[config.mk]
export PLATFORM = sky130hd
export DESIGN_NAME = svcp_settings_cmd
export DESIGN_NICKNAME = d
export VERILOG_FILES = /design/src/svcp_pkg.sv /design/src/svcp_pin_if.sv /design/src/svcp_pin_decode.sv /design/src/svcp_settings_cmd.sv
export SDC_FILE = /design/constraint.sdc
export NUM_CORES = 1
export LEC_CHECK = 0
export ABC_AREA = 1
export BUFFER_PORTS_ARGS = -buffer_cell sky130_fd_sc_hd__buf_2
export CORE_AREA = 2 2 129 106
export CTS_BUF_LIST = sky130_fd_sc_hd__clkbuf_16
export DETAILED_ROUTE_END_ITERATION = 10
export DIE_AREA = 0 0 131 108
export PLACE_DENSITY = 0.86
export SLEW_MARGIN = 20
export SYNTH_ARGS = -nofsm -noshare
export SYNTH_HDL_FRONTEND = slang
export SYNTH_SLANG_ARGS = --single-unit
[constraint.sdc]
create_clock -name ref_clk -period 3.7 [get_ports ref_clk]
set_input_delay 0.185 -clock ref_clk [delete_from_list [all_inputs] [get_ports ref_clk]]
set_output_delay 0.185 -clock ref_clk [all_outputs]
set_load 0.03 [all_outputs]
[src/svcp_pkg.sv]
// Purpose: Constants and types for the volatile chip settings command block.
// Assumes: Command and response reports are 64 bytes, one byte per handshake.
// Notes:   Each number used by the design lives here once.
`default_nettype none
package svcp_pkg;
	// ----------------------------------------------------------------
	// Report layout
	// ----------------------------------------------------------------
	localparam logic [7:0] CMD_SET_VOLATILE = 8'h21;
	localparam logic [7:0] STATUS_OK        = 8'h00;
	localparam logic [7:0] FILL_BYTE        = 8'h00;
	localparam logic [5:0] IDX_FIRST        = 6'h00;
	localparam logic [5:0] IDX_STATUS       = 6'h01;
	localparam logic [5:0] IDX_PIN0         = 6'h04;
	localparam logic [5:0] IDX_OUT          = 6'h0D;
	localparam logic [5:0] IDX_DIR          = 6'h0F;
	localparam logic [5:0] IDX_DIR_HI       = 6'h10;
	localparam logic [5:0] IDX_OTHER        = 6'h11;
	localparam logic [5:0] IDX_LAST         = 6'h3F;
	localparam int         STAGE_BYTES      = 14;
	localparam int         PIN_COUNT        = 9;
	localparam int         WAKE_BIT         = 4;
	localparam int         MODE_LSB         = 1;
	localparam int         SPI_BIT          = 0;
	// ----------------------------------------------------------------
	// Pin functions and counting modes
	// ----------------------------------------------------------------
	localparam logic [7:0] FUNC_CODE_GPIO   = 8'h00;
	localparam logic [7:0] FUNC_CODE_CS     = 8'h01;
	localparam logic [7:0] FUNC_CODE_DED    = 8'h02;
	localparam logic [2:0] MODE_NONE        = 3'h0;
	localparam logic [2:0] MODE_HIGH_PULSES = 3'h4;
	// ----------------------------------------------------------------
	// Reset values of the volatile settings
	// ----------------------------------------------------------------
	localparam logic [1:0]  RST_FUNC        = 2'h0;
	localparam logic [7:0]  RST_OUT         = 8'h00;
	localparam logic [15:0] RST_DIR         = 16'hFFFF;
	localparam logic        RST_WAKE        = 1'b0;
	localparam logic        RST_SPI_HOLD    = 1'b0;

	typedef logic [1:0] svcp_func_t;
	typedef logic [STAGE_BYTES-1:0][7:0] svcp_stage_t;
	typedef enum logic [1:0] {
		ST_RECV  = 2'b00,
		ST_APPLY = 2'b01,
		ST_RESP  = 2'b11
	} svcp_state_t;
endpackage : svcp_pkg
`default_nettype wire

[src/svcp_pin_if.sv]
// Purpose: Carrier between the command decoder and one pin function holder.
// Assumes: One instance per general pin.
// Notes:   Load is a one-cycle strobe.
`default_nettype none
interface svcp_pin_if;
	logic [7:0]          code;
	logic                load;
	svcp_pkg::svcp_func_t func;
	modport host (output code, output load, input func);
	modport pin  (input code, input load, output func);
endinterface : svcp_pin_if
`default_nettype wire

[src/svcp_pin_decode.sv]
// Purpose: Holds the volatile function of one general pin.
// Assumes: Code is stable while load is high.
// Notes:   Input-only pins accept no chip select function.
`default_nettype none
module svcp_pin_decode #(
	parameter bit INPUT_ONLY = 1'b0
) (
	input  wire logic ref_clk,
	input  wire logic nrst,
	svcp_pin_if.pin   pif
);
	import svcp_pkg::*;

	logic code_ok;
	logic [1:0] func_reg;

	// [RQ3] Listed encodings.
	assign code_ok = (pif.code == FUNC_CODE_GPIO) || (pif.code == FUNC_CODE_DED)
		|| ((pif.code == FUNC_CODE_CS) && !INPUT_ONLY);

	// [RQ12] Invalid code ignored.
	always_ff @(posedge ref_clk or negedge nrst) begin
		if (!nrst) begin
			func_reg <= RST_FUNC;
		end else if (pif.load && code_ok) begin
			func_reg <= pif.code[1:0];
		end
	end
	assign pif.func = func_reg;
endmodule : svcp_pin_decode
`default_nettype wire

[src/svcp_settings_cmd.sv]
// Purpose: Decodes the volatile chip settings command and sends its response.
// Assumes: Report bytes arrive in index order with a valid/ready handshake.
// Notes:   Reports with another command code are consumed without answer.
// Operation
// [RQ1] Byte zero 0x21 marks a settings update and routes the report to this handler.
// [RQ2] The host fills bytes 1 to 3 and 18 to 63 with zero; the device ignores them.
// [RQ3] Bytes 4 to 12 set the functions of pins 0 to 8, pin 8 allowing only input or dedicated.
// [RQ4] Byte 13 gives the default output levels of pins 7 to 0 and byte 14 is ignored.
// [RQ5] Byte 15 gives the default directions of pins 7 to 0 and byte 16 is the upper half.
// [RQ6] Bit 4 of byte 17 enables remote wake-up when one and disables it when zero.
// [RQ7] Bits 3 to 1 of byte 17 select the interrupt counting mode, codes above 4 reserved.
// [RQ8] Bit 0 of byte 17 at one keeps the SPI bus held between transfers, at zero releases it.
// [RQ9] The 64-byte response echoes 0x21 in byte zero.
// [RQ10] Response byte 1 carries 0x00 for successful completion.
// [RQ11] Decoded fields go only to the volatile settings and take effect on acceptance.
// [RQ12] An unlisted pin code or a reserved counting mode is not applied.
`default_nettype none
module svcp_settings_cmd (
	input  wire logic                 ref_clk,
	input  wire logic                 nrst,
	input  wire logic                 cmd_valid,
	input  wire logic [7:0]           cmd_data,
	output logic                      cmd_ready,
	output logic                      rsp_valid,
	output logic [7:0]                rsp_data,
	output logic                      rsp_last,
	input  wire logic                 rsp_ready,
	output logic                      settings_applied,
	output svcp_pkg::svcp_func_t      pin_func [svcp_pkg::PIN_COUNT],
	output logic [7:0]                default_out,
	output logic [15:0]               default_dir,
	output logic                      wake_en,
	output logic [2:0]                int_mode,
	output logic                      spi_hold
);
	import svcp_pkg::*;

	// ----------------------------------------------------------------
	// Receive side
	// ----------------------------------------------------------------
	svcp_state_t state_reg;
	logic [5:0]  cmd_idx_reg;
	logic [7:0]  cmd_code_reg;
	svcp_stage_t stage_reg;
	logic [5:0]  stage_sel;
	logic        cmd_take;
	logic        rsp_take;
	logic [5:0]  rsp_idx_reg;
	logic [7:0]  rsp_data_reg;
	logic [2:0]  mode_code;
	logic        apply;

	assign cmd_ready = (state_reg == ST_RECV);
	assign cmd_take  = cmd_valid && cmd_ready;
	assign rsp_valid = (state_reg == ST_RESP);
	assign rsp_take  = rsp_valid && rsp_ready;
	assign rsp_last  = rsp_valid && (rsp_idx_reg == IDX_LAST);
	assign apply     = (state_reg == ST_APPLY);
	assign stage_sel = cmd_idx_reg - IDX_PIN0;
	assign mode_code = stage_reg[IDX_OTHER-IDX_PIN0][MODE_LSB +: 3];
	assign settings_applied = apply;

	always_ff @(posedge ref_clk or negedge nrst) begin
		if (!nrst) begin
			cmd_idx_reg <= IDX_FIRST;
		end else if (cmd_take) begin
			cmd_idx_reg <= cmd_idx_reg + 6'h01;
		end
	end

	always_ff @(posedge ref_clk or negedge nrst) begin
		if (!nrst) begin
			cmd_code_reg <= FILL_BYTE;
		end else if (cmd_take && cmd_idx_reg == IDX_FIRST) begin
			cmd_code_reg <= cmd_data;
		end
	end

	// [RQ2] Reserved bytes not staged.
	always_ff @(posedge ref_clk or negedge nrst) begin
		if (!nrst) begin
			stage_reg <= '0;
		end else if (cmd_take && cmd_idx_reg >= IDX_PIN0 && cmd_idx_reg <= IDX_OTHER) begin
			stage_reg[stage_sel[3:0]] <= cmd_data;
		end
	end

	// ----------------------------------------------------------------
	// Sequencing
	// ----------------------------------------------------------------
	// [RQ1] Route on command code.
	always_ff @(posedge ref_clk or negedge nrst) begin
		if (!nrst) begin
			state_reg <= ST_RECV;
		end else begin
			case (state_reg)
				ST_RECV: begin
					if (cmd_take && cmd_idx_reg == IDX_LAST
						&& cmd_code_reg == CMD_SET_VOLATILE) begin
						state_reg <= ST_APPLY;
					end
				end
				ST_APPLY: begin
					state_reg <= ST_RESP;
				end
				ST_RESP: begin
					if (rsp_take && rsp_idx_reg == IDX_LAST) begin
						state_reg <= ST_RECV;
					end
				end
				default: begin
					state_reg <= ST_RECV;
				end
			endcase
		end
	end

	// ----------------------------------------------------------------
	// Pin functions
	// ----------------------------------------------------------------
	genvar gi;
	generate
		for (gi = 0; gi < PIN_COUNT; gi++) begin : g_pin
			svcp_pin_if u_if ();
			// [RQ11] Load on acceptance.
			assign u_if.code = stage_reg[gi];
			assign u_if.load = apply;
			assign pin_func[gi] = u_if.func;
			svcp_pin_decode #(
				.INPUT_ONLY (gi == PIN_COUNT - 1)
			) u_pin (
				.ref_clk (ref_clk),
				.nrst    (nrst),
				.pif     (u_if.pin)
			);
		end
	endgenerate

	// ----------------------------------------------------------------
	// Volatile settings
	// ----------------------------------------------------------------
	// [RQ4] Output levels low byte.
	always_ff @(posedge ref_clk or negedge nrst) begin
		if (!nrst) begin
			default_out <= RST_OUT;
		end else if (apply) begin
			default_out <= stage_reg[IDX_OUT-IDX_PIN0];
		end
	end

	// [RQ5] Direction word.
	always_ff @(posedge ref_clk or negedge nrst) begin
		if (!nrst) begin
			default_dir <= RST_DIR;
		end else if (apply) begin
			default_dir <= {stage_reg[IDX_DIR_HI-IDX_PIN0], stage_reg[IDX_DIR-IDX_PIN0]};
		end
	end

	// [RQ6] Remote wake-up enable.
	// [RQ8] SPI bus hold option.
	always_ff @(posedge ref_clk or negedge nrst) begin
		if (!nrst) begin
			wake_en  <= RST_WAKE;
			spi_hold <= RST_SPI_HOLD;
		end else if (apply) begin
			wake_en  <= stage_reg[IDX_OTHER-IDX_PIN0][WAKE_BIT];
			spi_hold <= stage_reg[IDX_OTHER-IDX_PIN0][SPI_BIT];
		end
	end

	// [RQ7] Counting mode, reserved kept out.
	always_ff @(posedge ref_clk or negedge nrst) begin
		if (!nrst) begin
			int_mode <= MODE_NONE;
		end else if (apply && mode_code <= MODE_HIGH_PULSES) begin
			int_mode <= mode_code;
		end
	end

	// ----------------------------------------------------------------
	// Response
	// ----------------------------------------------------------------
	// [RQ9] Echo code first.
	// [RQ10] Success status next.
	always_ff @(posedge ref_clk or negedge nrst) begin
		if (!nrst) begin
			rsp_idx_reg  <= IDX_FIRST;
			rsp_data_reg <= FILL_BYTE;
		end else if (apply) begin
			rsp_idx_reg  <= IDX_FIRST;
			rsp_data_reg <= CMD_SET_VOLATILE;
		end else if (rsp_take) begin
			rsp_idx_reg  <= rsp_idx_reg + 6'h01;
			rsp_data_reg <= (rsp_idx_reg == IDX_FIRST) ? STATUS_OK : FILL_BYTE;
		end
	end
	assign rsp_data = rsp_data_reg;
endmodule : svcp_settings_cmd
`default_nettype wire

==> metrics.yaml, run 1 <==
synth_common_cells: "nand2_1, dfrtp_1, nand4_1, nor2_1, nand3_1"
ant_nets: 0
peakVddDrop_mv: 0.445
drt-initial-drc-count: 634
max_stage_delay_ns: 0.63
synth_top_area_cell: "dfrtp_1"
synth_edf_count: 0
total_power_mw: 5.89
grt_pass1_wl_mm: 29.3
dp_cells: 1077
setup_slack_ns: 1.38
rows: 37
netlist_area_mm2: 0.00761
timing.hold.ws_ns: 0.0707
worstSkewPairLatency_ns: 0.42
synth_top_area_share_pct: 51.0
fin_skew_ns: 0.00685
path_depth: 9
track_usage_pct: 26.4
post_cts_buffers: 0
die_area_mm2: 0.0141
vias_per_cell: 5.72
place.detailed.hpwl_mm: 10.5
yosysMostFrequentCell: "nand2_1"
drt_first_pass_iters: 5
post_synth_num_cell_types: 29
yosys.area_share.simple_pct: 34.7
dp_slack_ns: 1.43
root_buffer: "clkbuf_16"
placed_area_mm2: 0.00793
n_antenna_cell: 0
cts.sinks: 171
r2r_end: "g_pin[4].u_if.code[6]"
io_pins: 71
coreArea_mm2: 0.0127
rsz0062_at_grt: "no"
critPathMaxFanout: 71
clkTransAtPathRegs_ns: 0.07
grt_overflow: 0
holdPathStages: 4
setup_viol: 0
slew_viol_final: 0
min_path_type: "input port to flip-flop"
wire_per_inst_um: 15.4
yosysSeqAreaShare_pct: 56.5
die_x_um: 131
ys_async_sr_fraction_pct: 100
htree_levels: 4
maxSlewHeadroom_pct: 46.1
fin_crit_ns: 2.32
grt_pass1_vias: 6067
tightestPinTransition_ns: 0.808
die_y_um: 108
crit_family: "compound AO/OA/AOI/OAI gates"
num_vias: 6345
synth_xor_area_share_pct: 0.690
synthAdderAreaFrac_pct: 0.986
syn_to_final_growth_pct: 12.0
finalHoldViolCount: 0
ys.flop_type: "dfrtp_1"
postLayoutCellArea_mm2: 0.00853
layout-drive-gt1-share_pct: 15.2
clk_path_buf_depth: 2
synthMuxAreaShare_pct: 0
timing.critical_path.buf_inv: 3
synth-compound-area-share_pct: 1.51
end_kind: "flip-flop"
start_util_pct: 59.8
tritoncts: "yes"
netlist_top_cells_area: "dfrtp_1, nand2_1, nand4_1"
fin_crit_sh_pct: 62.6
cp_common_cell: "nand2_1"
postLayoutCoreUtil_pct: 67.0
final_cells: 1110
synth_top_family_by_area: "simple AND/OR/NAND/NOR gates"
fmax_mhz: 432
worstPathRequired_ns: 4.06
nNetsFinal: 940
fillers: 995
port-buffer-count: 64
grt_max_degree: 77
path_class: "flip-flop to flip-flop"
wirelength_mm: 17.1
finalSetupTns_ns: 0
min_to: "state_reg[1]"
outcome: "finished, final reports clean"
cp-start-kind: "flip-flop"
yosys_warnings: 0
avgSynthCellArea_um2: 8.72
antenna_found_initial: 0
ys_ff_latch: 171
p_leak_nw: 4.70
r2r_setup_slack_ns: 1.38
cp_data_arrival_time_ns: 2.67
hold_start: "rsp_ready"
r2r_start: "cmd_idx_reg[1]"
ff2ff_path_depth: 9
drc: 0
syn_inst: 873
gp_congestion: 0.879
max_cap_violations: 0
p_per_area_mw_per_mm2: 690
largest_reg_flops: 72
crit_chain: "inv_1 > ha_1 > inv_1 > nand2_1 > nand2_1 > a21oi_4 > buf_12 > nand4_1 > nand2_1"
numCtsBuffers: 17
slowest_stage: "a21oi_4"
## logic make-up after synthesis
group           Yosys count
fa+ha+maj                 6
buf+inv                  77
xor+xnor                  6
flops                   171
other cells               1
compound gates           20
simple gates            592
## placed cells by master, fill, tap and decap left out, drive strengths merged, types with 15 or more instances in the layout
cell type,netlist,final
buf,36,72
clkbuf,12,17
dfrtp,155,155
dfstp,16,16
inv,29,36
nand2,378,378
nand3,30,30
nand4,119,119
nor2,57,57
o21ai,15,15
## where the power goes
group / total (mW) / leakage, nW / internal (mW) / switching (mW)
sequential: 2.62 / 2.28 / 2.31 / 0.302
combinational: 1.50 / 2.13 / 0.401 / 1.10
clock: 1.77 / 0.283 / 1.01 / 0.761
## area by class of cell
type	count	area (um2)	area share (%)
Sequential cell	171	4300	50.4
Multi-Input combinational cell	630	2910	34.1
Clock buffer	17	425	4.99
Timing Repair Buffer	73	409	4.80
Tap cell	175	219	2.57
Clock inverter	15	159	1.86
Inverter	29	109	1.28
## worst max path at each step
stage                         startpoint                     to  slack, ns
after floorplan             state_reg[1]  g_pin[2].u_if.code[0]       2.00
after global placement    cmd_idx_reg[1]  g_pin[4].u_if.code[6]       1.54
after detailed placement  cmd_idx_reg[1]  g_pin[4].u_if.code[1]       1.43
after CTS                 cmd_idx_reg[1]  g_pin[2].u_if.code[3]       1.44
after global routing      cmd_idx_reg[1]  g_pin[5].u_if.code[2]       1.19
final                     cmd_idx_reg[1]  g_pin[4].u_if.code[6]       1.38
## routing by layer
metal / routed length, um / GRT usage, %
met1: 7670 / 38.2
met2: 7850 / 40.4
met3: 1300 / 5.84
met4: 244 / 7.83
met5: 0 / 0
## worst min-delay path, cell delays in order
cell and delay (ns):
buf_2 0.09, nand3_1 0.07, nand2_1 0.08, inv_1 0.04
## timing repair
item / CTS / global route
hold endpoints to repair: 58 / 0
hold buffers: 1 / 0
endpoints found under the setup margin: 0 / 0
gates resized for setup: 0 / 0
Power figures use the tool's default switching activity.
==> run 2, diff against run 1 <==
Settings changed: ABC_AREA 1 to 0, CORE_AREA 2 2 129 106 to 2 2 132 108, DIE_AREA 0 0 131 108 to 0 0 134 110, PLACE_DENSITY 0.86 to 0.81.
Clock period 3.7 ns to 2 ns, I/O delays scaled along.
==> run 2 against run 1 <==
Compared with the run above: fmax increased by 18%; final area fell by 4.4%; critical path type unchanged; first-iteration DRC count decreased by 51%; synthesized area shrank 8.3%; largest cell class unchanged; synthesized cell count decreased by 39%; clock skew increased by 0.0030 ns.
==> metrics.yaml, run 2 <==
outcome: "finished, final reports clean"
die_y_um: 110  # +1.9%
antenna_found_initial: 0  # unchanged
worstPathRequired_ns: 2.31  # -1.75 ns
r2r_end: "stage_reg[88]"
post_synth_num_cell_types: 40  # +38%
p_leak_nw: 3.99  # -15%
drt-initial-drc-count: 312  # -51%
fin_crit_ns: 1.97  # -0.349 ns
slowest_stage: "or4b_4"
root_buffer: "clkbuf_16"
avgSynthCellArea_um2: 13.2  # +51%
setup_slack_ns: 0.0319  # -1.35 ns
cp-start-kind: "flip-flop"
setup_viol: 0  # unchanged
synth_edf_count: 0  # unchanged
max_stage_delay_ns: 0.61  # -0.02 ns
drt_first_pass_iters: 4  # -1
crit_path_start: "state_reg[1]"
r2r_start: "state_reg[1]"
seqCellArea_mm2: 0.00430  # unchanged
wirelength_mm: 14.0  # -18%
rows: 38  # +2.7%
p_per_area_mw_per_mm2: 1260  # +83%
gp_congestion: 0.804  # -8.5%
grt_pass1_vias: 4464  # -26%
worstSkewPairLatency_ns: 0.43  # about the same
grt_overflow: 0  # unchanged
coreArea_mm2: 0.0134  # +4.9%
die_x_um: 134  # +2.3%
netlist_area_mm2: 0.00698  # -8.3%
path_depth: 3  # -6
fmax_mhz: 508  # +18%
drc: 0  # unchanged
cts.sinks: 171  # unchanged
tightestPinTransition_ns: 0.664  # -0.144 ns
clkTransAtPathRegs_ns: 0.06  # about the same
n_antenna_cell: 0  # unchanged
ys.flop_type: "dfrtp_1"
fin_crit_sh_pct: 98.4  # +36 points
die_area_mm2: 0.0147  # +4.2%
largest_reg_flops: 72  # unchanged
io_pins: 71  # unchanged
syn_to_final_growth_pct: 16.7
crit_family: "simple AND/OR/NAND/NOR gates"
synth_top_area_cell: "dfrtp_1"
ant_nets: 0  # unchanged
yosysSeqAreaShare_pct: 61.6  # +5.1 points
multi_input_area_mm2: 0.00254  # -13%
num_vias: 4303  # -32%
ys_async_sr_fraction_pct: 100  # unchanged
critPathMaxFanout: 8  # -89%
layout_commonest_cell: "dfrtp_1"
postLayoutCoreUtil_pct: 61.0  # -6.0 points
yosysMostFrequentCell: "dfrtp_1"
vias_per_cell: 5.42  # -5.2%
track_usage_pct: 20.5  # -5.9 points
timing.critical_path.buf_inv: 0  # -3
numCtsBuffers: 17  # unchanged
cp_data_arrival_time_ns: 2.28  # -0.39 ns
r2r_setup_slack_ns: 0.03  # -1.35 ns
htree_levels: 4  # unchanged
port-buffer-count: 64  # unchanged
yosys_warnings: 0  # unchanged
fillers: 991  # -0.40%
place.detailed.hpwl_mm: 9.13  # -13%
synth_common_cells: "dfrtp_1, mux2_2, nand2_1, nand3_1, clkbuf_1"
layout-drive-gt1-share_pct: 42.2  # +27 points
tritoncts: "yes"
rsz0062_at_grt: "yes"
maxSlewHeadroom_pct: 55.7  # +9.7 points
end_kind: "flip-flop"
crit_chain: "or4b_4 > nor3_4 > mux2_2"
syn_inst: 529  # -39%
netlist_top_cells_area: "dfrtp_1, mux2_2, dfstp_2"
crit_end: "stage_reg[88]"
slew_viol_final: 0  # unchanged
nNetsFinal: 619  # -34%
peakVddDrop_mv: 0.767  # +72%
clk_path_buf_depth: 2  # unchanged
mostFrequentLayoutCells: "dfrtp_1, mux2_2, nand2_1"
fin_skew_ns: 0.00983  # +0.00298 ns
ys_ff_latch: 171  # unchanged
max_cap_violations: 0  # unchanged
min_path_type: "input port to flip-flop"
ff2ff_path_depth: 3  # -6
finalHoldViolCount: 0  # unchanged
path_class: "flip-flop to flip-flop"
wire_per_inst_um: 17.7  # +15%
synth_top_area_share_pct: 55.6  # +4.6 points
dp_slack_ns: -0.0877  # -1.52 ns
grt_pass1_wl_mm: 22.9  # -22%
start_util_pct: 52.3  # -7.5 points
grt_max_degree: 70  # -9.1%
run 2: repair_timing:
item,4_1_cts,5_1_grt
endpoints found under the hold margin,60,0
resized for setup,2,3
endpoints found under the setup margin,40,49
setup buffers,3,1
hold buffers,1,0
pin swaps,2,2
run 2: worst min path at each step:
stage,startpoint,endpoint,slack (ns),depth (start not counted)
after floorplan,nrst,cmd_code_reg[0],-0.20,0
after global placement,nrst,g_pin[4].u_pin.pif.func[0],0.14,1
after detailed placement,nrst,g_pin[1].u_pin.pif.func[0],0.16,1
after CTS,rsp_ready,state_reg[1],0.04,3
after global routing,rsp_ready,state_reg[1],0.05,3
final,rsp_ready,state_reg[1],0.06,3
run 2: worst register-to-register path: cells and delay by family (launching register included):
| kind | cells | cell delay (ns) |
|---|---|---|
| and+or+nand+nor | 2 | 1.07 |
| DFF | 1 | 0.38 |
| muxes | 1 | 0.40 |
run 2: kinds of logic after synthesis:
family	count (synthesis)	share of synthesized area [%]
buffers and inverters	38	2.62
multiplexers	127	20.5
AND/OR/NAND/NOR	157	11.0
adder cells (fa/ha/maj)	6	1.08
XOR/XNOR	7	0.878
other	1	0.0537
AO/OA/AOI/OAI	22	2.29
flip-flops	171	61.6
run 2: metal layers:
layer,vias up,part of all wire (%),track usage (%)
met5,-,0,0
met4,0,2.0,8.21
met3,21,4.1,4.89
met2,95,49,32.3
met1,2214,45,27.9
li1,1973,-,-
run 2: stage by stage:
stage / power [mW] / cells / hold slack, ns / cell area (um2) / TNS (ns)
after floorplan: 6.57 / 534 / -0.196 / 7000 / 0
after global placement: 6.92 / 757 / 0.142 / 7520 / 0
after detailed placement: 7.15 / 757 / 0.158 / 7520 / -1.07
after CTS: 10.3 / 793 / 0.0415 / 8120 / 0
after global routing: 10.8 / 794 / 0.0488 / 8150 / -0.621
final: 10.3 / 794 / 0.0637 / 8150 / 0
run 2: area by class of cell:
type | instances | area share, %
Clock inverter | 15 | 1.66
Inverter | 5 | 0.230
Tap cell | 180 | 2.76
Timing Repair Buffer | 81 | 6.22
Sequential cell | 171 | 52.8
Multi-Input combinational cell | 325 | 31.1
Clock buffer | 17 | 5.22
run 2: report_power, final:
part | internal, mW | switching (mW)
registers | 4.52 | 0.666
logic | 1.13 | 0.850
clock network | 1.81 | 1.31
total | 7.46 | 2.83
